File: config.mk
export PLATFORM = sky130hd
export DESIGN_NAME = cpusf_flag_bank
export DESIGN_NICKNAME = d
export VERILOG_FILES = /design/src/cpusf_pkg.sv /design/src/cpusf_flag_bank.sv
export VERILOG_INCLUDE_DIRS = /design/src
export SDC_FILE = /design/constraint.sdc
export NUM_CORES = 1
export LEC_CHECK = 0
export BUFFER_PORTS_ARGS = -buffer_cell sky130_fd_sc_hd__buf_2
export CAP_MARGIN = 20
export CORE_ASPECT_RATIO = 1.5
export CORE_MARGIN = 8
export CORE_UTILIZATION = 40
export DETAILED_ROUTE_END_ITERATION = 16
export GPL_TIMING_DRIVEN = 0
export PLACE_DENSITY = 0.72
export SYNTH_ARGS = -nofsm -noshare
export SYNTH_HDL_FRONTEND = slang
export SYNTH_SLANG_ARGS = --single-unit
File: constraint.sdc
create_clock -name mclk_i -period 4.16 [get_ports mclk_i]
set_input_delay 0.208 -clock mclk_i [delete_from_list [all_inputs] [get_ports mclk_i]]
set_output_delay 0.208 -clock mclk_i [all_outputs]
set_load 0.01 [all_outputs]
File: src/cpusf_defines.svh
// Register offsets, field positions, reset values and constants of the status flag bank.
`ifndef CPUSF_DEFINES_SVH
`define CPUSF_DEFINES_SVH

`define CPUSF_ADDR_W 8
`define CPUSF_OFF_ST0 8'h00
`define CPUSF_OFF_ST1 8'h04
`define CPUSF_OFF_IRQ_STAT 8'h08
`define CPUSF_OFF_IRQ_CLR 8'h0c
`define CPUSF_OFF_IRQ_EN 8'h10

`define CPUSF_ARP_HI 15
`define CPUSF_ARP_LO 13
`define CPUSF_OV_BIT 12
`define CPUSF_OVM_BIT 11
`define CPUSF_GLOBAL_IRQ_MASK_BIT 9
`define CPUSF_DP_HI 8
`define CPUSF_DP_LO 0
`define CPUSF_ARB_HI 15
`define CPUSF_ARB_LO 13
`define CPUSF_CNF_BIT 12
`define CPUSF_TC_BIT 11
`define CPUSF_SXM_BIT 10
`define CPUSF_C_BIT 9
`define CPUSF_XF_BIT 4
`define CPUSF_PM_HI 1
`define CPUSF_PM_LO 0
`define CPUSF_ST0_RSV 16'h0400
`define CPUSF_ST1_RSV 16'h01ec

`define CPUSF_RST_ARP 3'h0
`define CPUSF_RST_ARB 3'h0
`define CPUSF_RST_OV 1'h0
`define CPUSF_RST_OVM 1'h0
`define CPUSF_RST_GLOBAL_IRQ_MASK 1'h1
`define CPUSF_RST_DP 9'h000
`define CPUSF_RST_CNF 1'h0
`define CPUSF_RST_TC 1'h0
`define CPUSF_RST_SXM 1'h1
`define CPUSF_RST_C 1'h1
`define CPUSF_RST_XF 1'h1
`define CPUSF_RST_PM 2'h0

`define CPUSF_IRQ_W 3
`define CPUSF_IRQ_OV 0
`define CPUSF_IRQ_TRAP 1
`define CPUSF_IRQ_TC 2

`endif

File: src/cpusf_pkg.sv
// Types shared by the status flag bank and its users.
package cpusf_pkg;

	typedef enum logic [2:0] {
		CPUSF_FLAG_CARRY = 3'h0,
		CPUSF_FLAG_RAMMAP = 3'h1,
		CPUSF_FLAG_IRQMASK = 3'h2,
		CPUSF_FLAG_SAT = 3'h3,
		CPUSF_FLAG_SIGNEXT = 3'h4,
		CPUSF_FLAG_EXTPIN = 3'h5
	} cpusf_flag_t;

	typedef enum logic [1:0] {
		CPUSF_PS_NONE = 2'h0,
		CPUSF_PS_LEFT1 = 2'h1,
		CPUSF_PS_LEFT4 = 2'h2,
		CPUSF_PS_RIGHT6 = 2'h3
	} cpusf_pshift_t;

	typedef struct packed {
		logic st_load0;
		logic st_load1;
		logic [15:0] st_data;
		logic arp_wr;
		logic [2:0] arp_val;
		logic page_wr;
		logic [8:0] page_val;
		logic flag_set;
		logic flag_clear;
		cpusf_flag_t flag_sel;
		logic shift_mode_wr;
		logic [1:0] shift_mode_val;
		logic add_op;
		logic sub_op;
		logic shift16;
		logic carry_out;
		logic rot_op;
		logic rot_carry;
		logic alu_ovf;
		logic ov_branch;
		logic tc_upd;
		logic tc_val;
		logic int_ack;
		logic int_taken;
		logic [6:0] instr_low;
		logic [31:0] product;
	} cpusf_exec_t;

	typedef struct packed {
		logic psel;
		logic penable;
		logic pwrite;
		logic [7:0] paddr;
		logic [31:0] pwdata;
	} cpusf_apb_req_t;

endpackage

File: src/cpusf_flag_bank.sv
// Status and control flag bank of the CPU with an APB register window and interrupt.
`timescale 1ns/1ps
`include "cpusf_defines.svh"

// Behaviour
// - A new pointer value copies the old one into the buffer, except on status load.
// - Loading the buffer from the second status word also loads the pointer.
// - Pointer changes by indirect access, pointer load, modify-aux and status load.
// - Add carry sets carry, subtract borrow clears it, else the opposite.
// - With a 16-bit shift, add may only set and subtract may only clear carry.
// - Carry resets to 1; shifts, rotates, flag ops and second-word load update it.
// - RAM map select 0 maps RAM to data, 1 to program; reset clears it.
// - Direct address is the 9-bit page pointer joined to seven instruction bits.
// - Mask 1 blocks maskable interrupts; reset and non-maskable ones are unaffected.
// - Mask set by reset, acknowledge and trap; flag ops change it, status load not.
// - Overflow flag latches on ALU overflow until reset, overflow branch or status load.
// - Saturation enable selects wrap or clamp; flag ops and status load change it.
// - Product shift: none, left one, left four, right six sign-extended.
// - Shift only on the product path; set by shift-mode load and status load.
// - Sign-extend enable resets to 1 and steers the scaling shifter extension.
// - Test flag follows bit test, aux compare and normalize results.
// - External flag drives the output pin, set and cleared by flag ops, reset high.
// - Reserved bits of both status words read as one.
module cpusf_flag_bank (
	input wire logic mclk_i, // CPU clock, 10 MHz.
	input wire logic rst_b_i, // Asynchronous reset, active low.
	input wire cpusf_pkg::cpusf_exec_t exec_i, // Update requests from the pipeline.
	input wire logic int_req_i, // Maskable interrupt request.
	input wire cpusf_pkg::cpusf_apb_req_t apb_i, // APB request signals.
	output logic [31:0] prdata_o, // APB read data.
	output logic pready_o, // APB ready.
	output logic pslverr_o, // APB error for unmapped address.
	output logic irq_o, // Level interrupt to software.
	output logic [2:0] aux_reg_pointer_o, // Current auxiliary pointer.
	output logic [2:0] aux_pointer_buffer_o, // Previous auxiliary pointer.
	output logic carry_o, // Carry flag.
	output logic sticky_arith_flag_o, // Latched overflow flag.
	output logic saturation_enable_o, // Accumulator saturation mode.
	output logic sign_extend_enable_o, // Scaling shifter sign extension mode.
	output logic test_flag_o, // Test flag.
	output logic global_irq_mask_o, // Global maskable interrupt mask.
	output logic ram_map_select_o, // Dual-access RAM placement.
	output logic [8:0] page_pointer_o, // Data page pointer.
	output logic [1:0] product_shift_sel_o, // Product shift mode.
	output logic ext_flag_pin_o, // General purpose output pin.
	output logic int_grant_o, // Maskable interrupt passed by the mask.
	output logic [15:0] direct_addr_o, // Direct addressing address.
	output logic [31:0] scaled_product_o // Product as seen by the ALU.
);

	logic [2:0] arp_q;
	logic [2:0] arb_q;
	logic c_q;
	logic ov_q;
	logic ovm_q;
	logic sxm_q;
	logic tc_q;
	logic global_irq_mask_q;
	logic cnf_q;
	logic [8:0] dp_q;
	logic [1:0] pm_q;
	logic xf_q;
	logic grant_q;
	logic [15:0] daddr_q;
	logic [31:0] sprod_q;
	logic [31:0] prdata_q;
	logic pready_q;
	logic pslverr_q;
	logic [`CPUSF_IRQ_W-1:0] irq_stat_q;
	logic [`CPUSF_IRQ_W-1:0] irq_en_q;
	logic irq_q;

	logic setup;
	logic wr_fire;
	logic sw_ld0;
	logic sw_ld1;
	logic ld0;
	logic ld1;
	logic [15:0] ld_data;
	logic [`CPUSF_IRQ_W-1:0] irq_ev;
	logic [`CPUSF_IRQ_W-1:0] irq_clr;
	wire logic [`CPUSF_IRQ_W-1:0] irq_stat_d;

	function automatic logic flag_op(input cpusf_pkg::cpusf_exec_t e,
			input cpusf_pkg::cpusf_flag_t f, input logic set_not_clr);
		flag_op = (set_not_clr ? e.flag_set : e.flag_clear) && (e.flag_sel == f);
	endfunction

	function automatic logic mapped(input logic [7:0] a);
		case (a)
			`CPUSF_OFF_ST0, `CPUSF_OFF_ST1, `CPUSF_OFF_IRQ_STAT,
			`CPUSF_OFF_IRQ_CLR, `CPUSF_OFF_IRQ_EN: mapped = 1'b1;
			default: mapped = 1'b0;
		endcase
	endfunction

	function automatic logic wr_hit(input logic fire, input logic [7:0] a,
			input logic [7:0] off);
		wr_hit = fire && (a == off);
	endfunction

	function automatic logic [31:0] pshift(input logic [31:0] p, input logic [1:0] m);
		case (cpusf_pkg::cpusf_pshift_t'(m))
			cpusf_pkg::CPUSF_PS_NONE: pshift = p;
			cpusf_pkg::CPUSF_PS_LEFT1: pshift = {p[30:0], 1'b0};
			cpusf_pkg::CPUSF_PS_LEFT4: pshift = {p[27:0], 4'h0};
			cpusf_pkg::CPUSF_PS_RIGHT6: pshift = {{6{p[31]}}, p[31:6]};
			default: pshift = p;
		endcase
	endfunction

	function automatic logic [15:0] st0_img(input logic [2:0] aux_reg_pointer, input logic ov,
			input logic saturation_enable, input logic global_irq_mask, input logic [8:0] dp);
		logic [15:0] w;
		w = `CPUSF_ST0_RSV;
		w[`CPUSF_ARP_HI:`CPUSF_ARP_LO] = aux_reg_pointer;
		w[`CPUSF_OV_BIT] = ov;
		w[`CPUSF_OVM_BIT] = saturation_enable;
		w[`CPUSF_GLOBAL_IRQ_MASK_BIT] = global_irq_mask;
		w[`CPUSF_DP_HI:`CPUSF_DP_LO] = dp;
		st0_img = w;
	endfunction

	function automatic logic [15:0] st1_img(input logic [2:0] aux_pointer_buffer, input logic ram_map_select,
			input logic tc, input logic sign_extend_enable, input logic c, input logic xf,
			input logic [1:0] pm);
		logic [15:0] w;
		w = `CPUSF_ST1_RSV;
		w[`CPUSF_ARB_HI:`CPUSF_ARB_LO] = aux_pointer_buffer;
		w[`CPUSF_CNF_BIT] = ram_map_select;
		w[`CPUSF_TC_BIT] = tc;
		w[`CPUSF_SXM_BIT] = sign_extend_enable;
		w[`CPUSF_C_BIT] = c;
		w[`CPUSF_XF_BIT] = xf;
		w[`CPUSF_PM_HI:`CPUSF_PM_LO] = pm;
		st1_img = w;
	endfunction

	// A software write to a status word acts as a status load; the pipeline wins a collision.
	assign setup = apb_i.psel && !apb_i.penable;
	assign wr_fire = apb_i.psel && apb_i.penable && pready_q && apb_i.pwrite;
	assign sw_ld0 = wr_hit(wr_fire, apb_i.paddr, `CPUSF_OFF_ST0);
	assign sw_ld1 = wr_hit(wr_fire, apb_i.paddr, `CPUSF_OFF_ST1);
	assign ld0 = exec_i.st_load0 || (sw_ld0 && !exec_i.st_load1);
	assign ld1 = exec_i.st_load1 || (sw_ld1 && !exec_i.st_load0);
	assign ld_data = (exec_i.st_load0 || exec_i.st_load1) ? exec_i.st_data : apb_i.pwdata[15:0];

	always_ff @(posedge mclk_i or negedge rst_b_i) begin
		if (!rst_b_i) begin
			arp_q <= `CPUSF_RST_ARP;
			arb_q <= `CPUSF_RST_ARB;
		end else if (ld1) begin
			arb_q <= ld_data[`CPUSF_ARB_HI:`CPUSF_ARB_LO];
			arp_q <= ld_data[`CPUSF_ARB_HI:`CPUSF_ARB_LO];
		end else if (ld0) begin
			arp_q <= ld_data[`CPUSF_ARP_HI:`CPUSF_ARP_LO];
		end else if (exec_i.arp_wr) begin
			arb_q <= arp_q;
			arp_q <= exec_i.arp_val;
		end
	end

	always_ff @(posedge mclk_i or negedge rst_b_i) begin
		if (!rst_b_i) begin
			c_q <= `CPUSF_RST_C;
		end else if (ld1) begin
			c_q <= ld_data[`CPUSF_C_BIT];
		end else if (flag_op(exec_i, cpusf_pkg::CPUSF_FLAG_CARRY, 1'b1)) begin
			c_q <= 1'b1;
		end else if (flag_op(exec_i, cpusf_pkg::CPUSF_FLAG_CARRY, 1'b0)) begin
			c_q <= 1'b0;
		end else if (exec_i.rot_op) begin
			c_q <= exec_i.rot_carry;
		end else if (exec_i.add_op) begin
			c_q <= exec_i.shift16 ? (c_q | exec_i.carry_out) : exec_i.carry_out;
		end else if (exec_i.sub_op) begin
			c_q <= exec_i.shift16 ? (c_q & exec_i.carry_out) : exec_i.carry_out;
		end
	end

	// An overflow in the same cycle as a clearing operation keeps the flag set.
	always_ff @(posedge mclk_i or negedge rst_b_i) begin
		if (!rst_b_i) begin
			ov_q <= `CPUSF_RST_OV;
		end else if (exec_i.alu_ovf) begin
			ov_q <= 1'b1;
		end else if (ld0) begin
			ov_q <= ld_data[`CPUSF_OV_BIT];
		end else if (exec_i.ov_branch) begin
			ov_q <= 1'b0;
		end
	end

	always_ff @(posedge mclk_i or negedge rst_b_i) begin
		if (!rst_b_i) begin
			ovm_q <= `CPUSF_RST_OVM;
		end else if (ld0) begin
			ovm_q <= ld_data[`CPUSF_OVM_BIT];
		end else if (flag_op(exec_i, cpusf_pkg::CPUSF_FLAG_SAT, 1'b1)) begin
			ovm_q <= 1'b1;
		end else if (flag_op(exec_i, cpusf_pkg::CPUSF_FLAG_SAT, 1'b0)) begin
			ovm_q <= 1'b0;
		end
	end

	always_ff @(posedge mclk_i or negedge rst_b_i) begin
		if (!rst_b_i) begin
			sxm_q <= `CPUSF_RST_SXM;
		end else if (ld1) begin
			sxm_q <= ld_data[`CPUSF_SXM_BIT];
		end else if (flag_op(exec_i, cpusf_pkg::CPUSF_FLAG_SIGNEXT, 1'b1)) begin
			sxm_q <= 1'b1;
		end else if (flag_op(exec_i, cpusf_pkg::CPUSF_FLAG_SIGNEXT, 1'b0)) begin
			sxm_q <= 1'b0;
		end
	end

	always_ff @(posedge mclk_i or negedge rst_b_i) begin
		if (!rst_b_i) begin
			tc_q <= `CPUSF_RST_TC;
		end else if (ld1) begin
			tc_q <= ld_data[`CPUSF_TC_BIT];
		end else if (exec_i.tc_upd) begin
			tc_q <= exec_i.tc_val;
		end
	end

	// The status load leaves the mask alone; taking an interrupt beats a clear.
	always_ff @(posedge mclk_i or negedge rst_b_i) begin
		if (!rst_b_i) begin
			global_irq_mask_q <= `CPUSF_RST_GLOBAL_IRQ_MASK;
		end else if (exec_i.int_ack || exec_i.int_taken) begin
			global_irq_mask_q <= 1'b1;
		end else if (flag_op(exec_i, cpusf_pkg::CPUSF_FLAG_IRQMASK, 1'b1)) begin
			global_irq_mask_q <= 1'b1;
		end else if (flag_op(exec_i, cpusf_pkg::CPUSF_FLAG_IRQMASK, 1'b0)) begin
			global_irq_mask_q <= 1'b0;
		end
	end

	always_ff @(posedge mclk_i or negedge rst_b_i) begin
		if (!rst_b_i) begin
			cnf_q <= `CPUSF_RST_CNF;
		end else if (ld1) begin
			cnf_q <= ld_data[`CPUSF_CNF_BIT];
		end else if (flag_op(exec_i, cpusf_pkg::CPUSF_FLAG_RAMMAP, 1'b1)) begin
			cnf_q <= 1'b1;
		end else if (flag_op(exec_i, cpusf_pkg::CPUSF_FLAG_RAMMAP, 1'b0)) begin
			cnf_q <= 1'b0;
		end
	end

	always_ff @(posedge mclk_i or negedge rst_b_i) begin
		if (!rst_b_i) begin
			dp_q <= `CPUSF_RST_DP;
		end else if (ld0) begin
			dp_q <= ld_data[`CPUSF_DP_HI:`CPUSF_DP_LO];
		end else if (exec_i.page_wr) begin
			dp_q <= exec_i.page_val;
		end
	end

	always_ff @(posedge mclk_i or negedge rst_b_i) begin
		if (!rst_b_i) begin
			pm_q <= `CPUSF_RST_PM;
		end else if (ld1) begin
			pm_q <= ld_data[`CPUSF_PM_HI:`CPUSF_PM_LO];
		end else if (exec_i.shift_mode_wr) begin
			pm_q <= exec_i.shift_mode_val;
		end
	end

	always_ff @(posedge mclk_i or negedge rst_b_i) begin
		if (!rst_b_i) begin
			xf_q <= `CPUSF_RST_XF;
		end else if (flag_op(exec_i, cpusf_pkg::CPUSF_FLAG_EXTPIN, 1'b1)) begin
			xf_q <= 1'b1;
		end else if (flag_op(exec_i, cpusf_pkg::CPUSF_FLAG_EXTPIN, 1'b0)) begin
			xf_q <= 1'b0;
		end
	end

	// Derived datapath values are registered so that every output leaves a flip-flop.
	always_ff @(posedge mclk_i or negedge rst_b_i) begin
		if (!rst_b_i) begin
			grant_q <= 1'b0;
		end else begin
			grant_q <= int_req_i && !global_irq_mask_q;
		end
	end

	always_ff @(posedge mclk_i or negedge rst_b_i) begin
		if (!rst_b_i) begin
			daddr_q <= 16'h0000;
		end else begin
			daddr_q <= {dp_q, exec_i.instr_low};
		end
	end

	always_ff @(posedge mclk_i or negedge rst_b_i) begin
		if (!rst_b_i) begin
			sprod_q <= 32'h0000_0000;
		end else begin
			sprod_q <= pshift(exec_i.product, pm_q);
		end
	end

	// Interrupt status: set wins over a clear in the same cycle.
	assign irq_ev[`CPUSF_IRQ_OV] = exec_i.alu_ovf && !ov_q;
	assign irq_ev[`CPUSF_IRQ_TRAP] = exec_i.int_taken;
	assign irq_ev[`CPUSF_IRQ_TC] = exec_i.tc_upd && exec_i.tc_val;
	assign irq_clr = wr_hit(wr_fire, apb_i.paddr, `CPUSF_OFF_IRQ_CLR) ?
		apb_i.pwdata[`CPUSF_IRQ_W-1:0] : '0;

	for (genvar b = 0; b < `CPUSF_IRQ_W; b++) begin : g_irq_stat
		assign irq_stat_d[b] = irq_ev[b] || (irq_stat_q[b] && !irq_clr[b]);
	end

	always_ff @(posedge mclk_i or negedge rst_b_i) begin
		if (!rst_b_i) begin
			irq_stat_q <= '0;
			irq_en_q <= '0;
			irq_q <= 1'b0;
		end else begin
			irq_stat_q <= irq_stat_d;
			if (wr_hit(wr_fire, apb_i.paddr, `CPUSF_OFF_IRQ_EN)) begin
				irq_en_q <= apb_i.pwdata[`CPUSF_IRQ_W-1:0];
			end
			irq_q <= |(irq_stat_q & irq_en_q);
		end
	end

	// APB slave: read data is captured in the setup cycle, ready in the first access cycle.
	always_ff @(posedge mclk_i or negedge rst_b_i) begin
		if (!rst_b_i) begin
			pready_q <= 1'b0;
			pslverr_q <= 1'b0;
			prdata_q <= 32'h0000_0000;
		end else begin
			pready_q <= setup;
			pslverr_q <= setup && !mapped(apb_i.paddr);
			if (setup && !apb_i.pwrite) begin
				case (apb_i.paddr)
					`CPUSF_OFF_ST0: prdata_q <= {16'h0000,
						st0_img(arp_q, ov_q, ovm_q, global_irq_mask_q, dp_q)};
					`CPUSF_OFF_ST1: prdata_q <= {16'h0000,
						st1_img(arb_q, cnf_q, tc_q, sxm_q, c_q, xf_q, pm_q)};
					`CPUSF_OFF_IRQ_STAT: prdata_q <= {29'h0, irq_stat_q};
					`CPUSF_OFF_IRQ_EN: prdata_q <= {29'h0, irq_en_q};
					default: prdata_q <= 32'h0000_0000;
				endcase
			end else begin
				prdata_q <= 32'h0000_0000;
			end
		end
	end

	assign prdata_o = prdata_q;
	assign pready_o = pready_q;
	assign pslverr_o = pslverr_q;
	assign irq_o = irq_q;
	assign aux_reg_pointer_o = arp_q;
	assign aux_pointer_buffer_o = arb_q;
	assign carry_o = c_q;
	assign sticky_arith_flag_o = ov_q;
	assign saturation_enable_o = ovm_q;
	assign sign_extend_enable_o = sxm_q;
	assign test_flag_o = tc_q;
	assign global_irq_mask_o = global_irq_mask_q;
	assign ram_map_select_o = cnf_q;
	assign page_pointer_o = dp_q;
	assign product_shift_sel_o = pm_q;
	assign ext_flag_pin_o = xf_q;
	assign int_grant_o = grant_q;
	assign direct_addr_o = daddr_q;
	assign scaled_product_o = sprod_q;

endmodule // cpusf_flag_bank

==> flow_summary.json <==
{
  "timing.rr.end": "scaled_product_o[5]$_DFF_PN0_",
  "fin_skew_ns": 0.008351,
  "worstPathMaxFanout": 10,
  "ys_warn_count": 0,
  "min_path_cells": 2,
  "maxSlewViolCount": 0,
  "drt_iter0_drc": 233,
  "power_per_cell_area_mw_per_mm2": 385.8,
  "path_depth": 4,
  "cts_sinks": 99,
  "yosysSeqAreaShare": 0.5271,
  "die_h_um": 148.9,
  "wl_per_cell_um": 20.23,
  "dp_hpwl_um": 12700,
  "finalHoldViolations": 0,
  "grt_pass1_vias": 4507,
  "grt_max_degree": 71,
  "port_buffers": 210,
  "netlist_area_sq_mm": 0.004710,
  "initial_core_util": 0.4106,
  "cp-start-kind": "flop",
  "synthCells": 369,
  "synth_area_leaders": "dfrtp_1 (50%), mux4_2 (13%), mux2i_1 (5.5%)",
  "ys_types": 51,
  "synth_top_area_share": 0.5048,
  "slowest_delay_ns": 0.53,
  "async_flop_share": 1.000,
  "vdd_drop_max_uv": 171.0,
  "fin_crit_ns": 2.350,
  "ios": 246,
  "vias_per_cell": 5.310,
  "num-nets-final": 751,
  "grtUsageTotal": 0.1974,
  "routabilityCongestion": 0.8742,
  "slew_headroom": 0.5191,
  "vias": 4094,
  "min-delay-start": "exec_i[39]",
  "hp-class": "in2reg",
  "ant_nets": 0,
  "place_inst": 745,
  "cts-resized-gates": 0,
  "path_clk_slew_ns": 0.07,
  "crit_path_frequent_cell": "clkbuf_1",
  "reg2reg_depth": 4,
  "rsz0062_at_grt": "no",
  "root_buffer": "clkbuf_16",
  "cp_top_family": "buffers and inverters",
  "drive_gt1_frac": 0.4733,
  "crit_type": "reg2reg",
  "status": "finished, final reports clean",
  "path_cells": "clkbuf_1 > clkbuf_1 > clkbuf_1 > mux4_2",
  "cp_slowest_cell": "clkbuf_1",
  "synth_edf_count": 0,
  "post-synth-top-count-cell": "dfrtp_1",
  "antenna_found_initial": 2,
  "routed_wl_um": 15600,
  "synth_seq_cells": 99,
  "r2r_slack_ns": 1.81,
  "h-tree-depth": 3,
  "cts_tree": "yes",
  "grt_pass1_wl_um": 24160,
  "grt_overflow": 0,
  "max_freq_mhz": 425.5,
  "die_x_um": 104.6,
  "cts_buffers": 9,
  "timing.final.crit_share": 0.5649,
  "drc": 0,
  "stdcell_count": 771,
  "n_fill_cell": 1028,
  "critPathArrivalTime_ns": 2.55,
  "hold_ws_ns": 0.07671,
  "ys.flop_type": "dfrtp_1",
  "p_leak_nw": 3.135,
  "syn2layout_area_growth_pct": 36.72,
  "clock_latency_ns": 0.34,
  "drv_cap": 0,
  "core_sq_mm": 0.01147,
  "cts_buffer_depth": 2,
  "netlist.top_cell.by_area": "dfrtp_1",
  "cp_num_buf_inv": 3,
  "firstDrtPassIters": 4,
  "fp.dieArea_sq_mm": 0.01557,
  "cp.required_ns": 4.36,
  "rows": 48,
  "synth_common_cells": "dfrtp_1 (95), a21oi_1 (27), mux4_2 (27), mux2i_1 (26), nor2_1 (26)",
  "setup_violations": 0,
  "holdPathEnd": "irq_stat_q[1]$_DFF_PN0_",
  "reg2reg_from": "product_shift_sel_o[1]$_DFFE_PN0P_",
  "avgSynthCellArea_sq_um": 12.76,
  "cp-end-kind": "flop",
  "setup_tns_ns": 0,
  "max_slew.worst_pin.slew_ns": 0.7214
}
-- area by class of cell --
cell class / instances / area, sq um / area share
Antenna cell: 2 / 5.005 / 0.0007773
Buffer: 38 / 234.0 / 0.03634
Clock buffer: 11 / 232.7 / 0.03614
Clock inverter: 5 / 86.33 / 0.01341
Inverter: 8 / 30.03 / 0.004664
Multi-Input combinational cell: 239 / 2019 / 0.3136
Sequential cell: 99 / 2482 / 0.3855
Tap cell: 150 / 187.7 / 0.02915
Timing Repair Buffer: 219 / 1161 / 0.1803
-- through the flow --
stage | setup slack [ns] | power, mW | cell area [sq um] | utilization
6_report | 1.810 | 2.484 | 6439 | 0.5613
5_1_grt | 1.679 | 2.602 | 6439 | 0.5613
4_1_cts | 1.823 | 2.517 | 6434 | 0.5609
3_5_place_dp | 1.817 | 1.617 | 6035 | 0.5261
3_3_place_gp | 1.774 | 1.598 | 6005 | 0.5235
2_1_floorplan | 2.206 | 1.368 | 4766 | -
-- layout by cell type (no fill, tap or decap), drive strengths merged, types with 5 or more instances in the layout --
master and n:
o21ai 6, nand3b 5, dlygate4sd3 8, conb 16
nand3 7, nor2 26, nor2b 14, mux2 6
inv 10, a21oi 27, mux4 27, clkbuf 22
nand2 13, buf 238, mux2i 26, a211oi 10
dfrtp 95, a22oi 8
-- worst max path at each step --
stage                                            to                               start  slack (ns)
global placement                carry_o$_DFFE_PN1P_                           apb_i[33]        1.77
CTS                  scaled_product_o[30]$_DFF_PN0_  product_shift_sel_o[1]$_DFFE_PN0P_        1.82
floorplan           sticky_arith_flag_o$_DFFE_PN0P_                           apb_i[32]        2.21
finish                scaled_product_o[5]$_DFF_PN0_  product_shift_sel_o[1]$_DFFE_PN0P_        1.81
detailed placement              carry_o$_DFFE_PN1P_                           apb_i[33]        1.82
global route          scaled_product_o[5]$_DFF_PN0_  product_shift_sel_o[1]$_DFFE_PN0P_        1.68
-- routing by layer --
layer,track usage,vias to the layer above,share of wire
met2,0.3554,233,0.52
met3,0.05493,22,0.086
met4,0.08889,0,0.021
li1,-,1837,-
met1,0.2104,2002,0.37
met5,0,-,0
-- kinds of logic (layout without fill, tap and decap cells) --
kind of cell,Yosys count,in the layout,share of synthesized area
buf+inv,46,281,0.05606
flops,99,99,0.5271
mux,59,59,0.1987
simple gates,86,86,0.09777
other cells,1,18,0.0007963
compound gates,78,78,0.1196
-- flip-flops by register name, indices dropped and copies added (netlist names), 2 cells and up --
signal                cells
page_pointer_o            9
aux_pointer_buffer_o      3
prdata_o                 16
scaled_product_o         32
direct_addr_o            16
product_shift_sel_o       2
aux_reg_pointer_o         3
irq_en_q                  3
irq_stat_q                3
-- what timing repair did --
action	CTS	global route
endpoints found under the hold margin	34	0
setup buffers	0	0
hold buffers	8	0
-- power breakdown --
group          switching, mW  internal, mW
combinational          0.263         0.241
clock                  0.353         0.533
sequential            0.0418          1.05
total                  0.657          1.83
(Power assumes the default switching activity.)
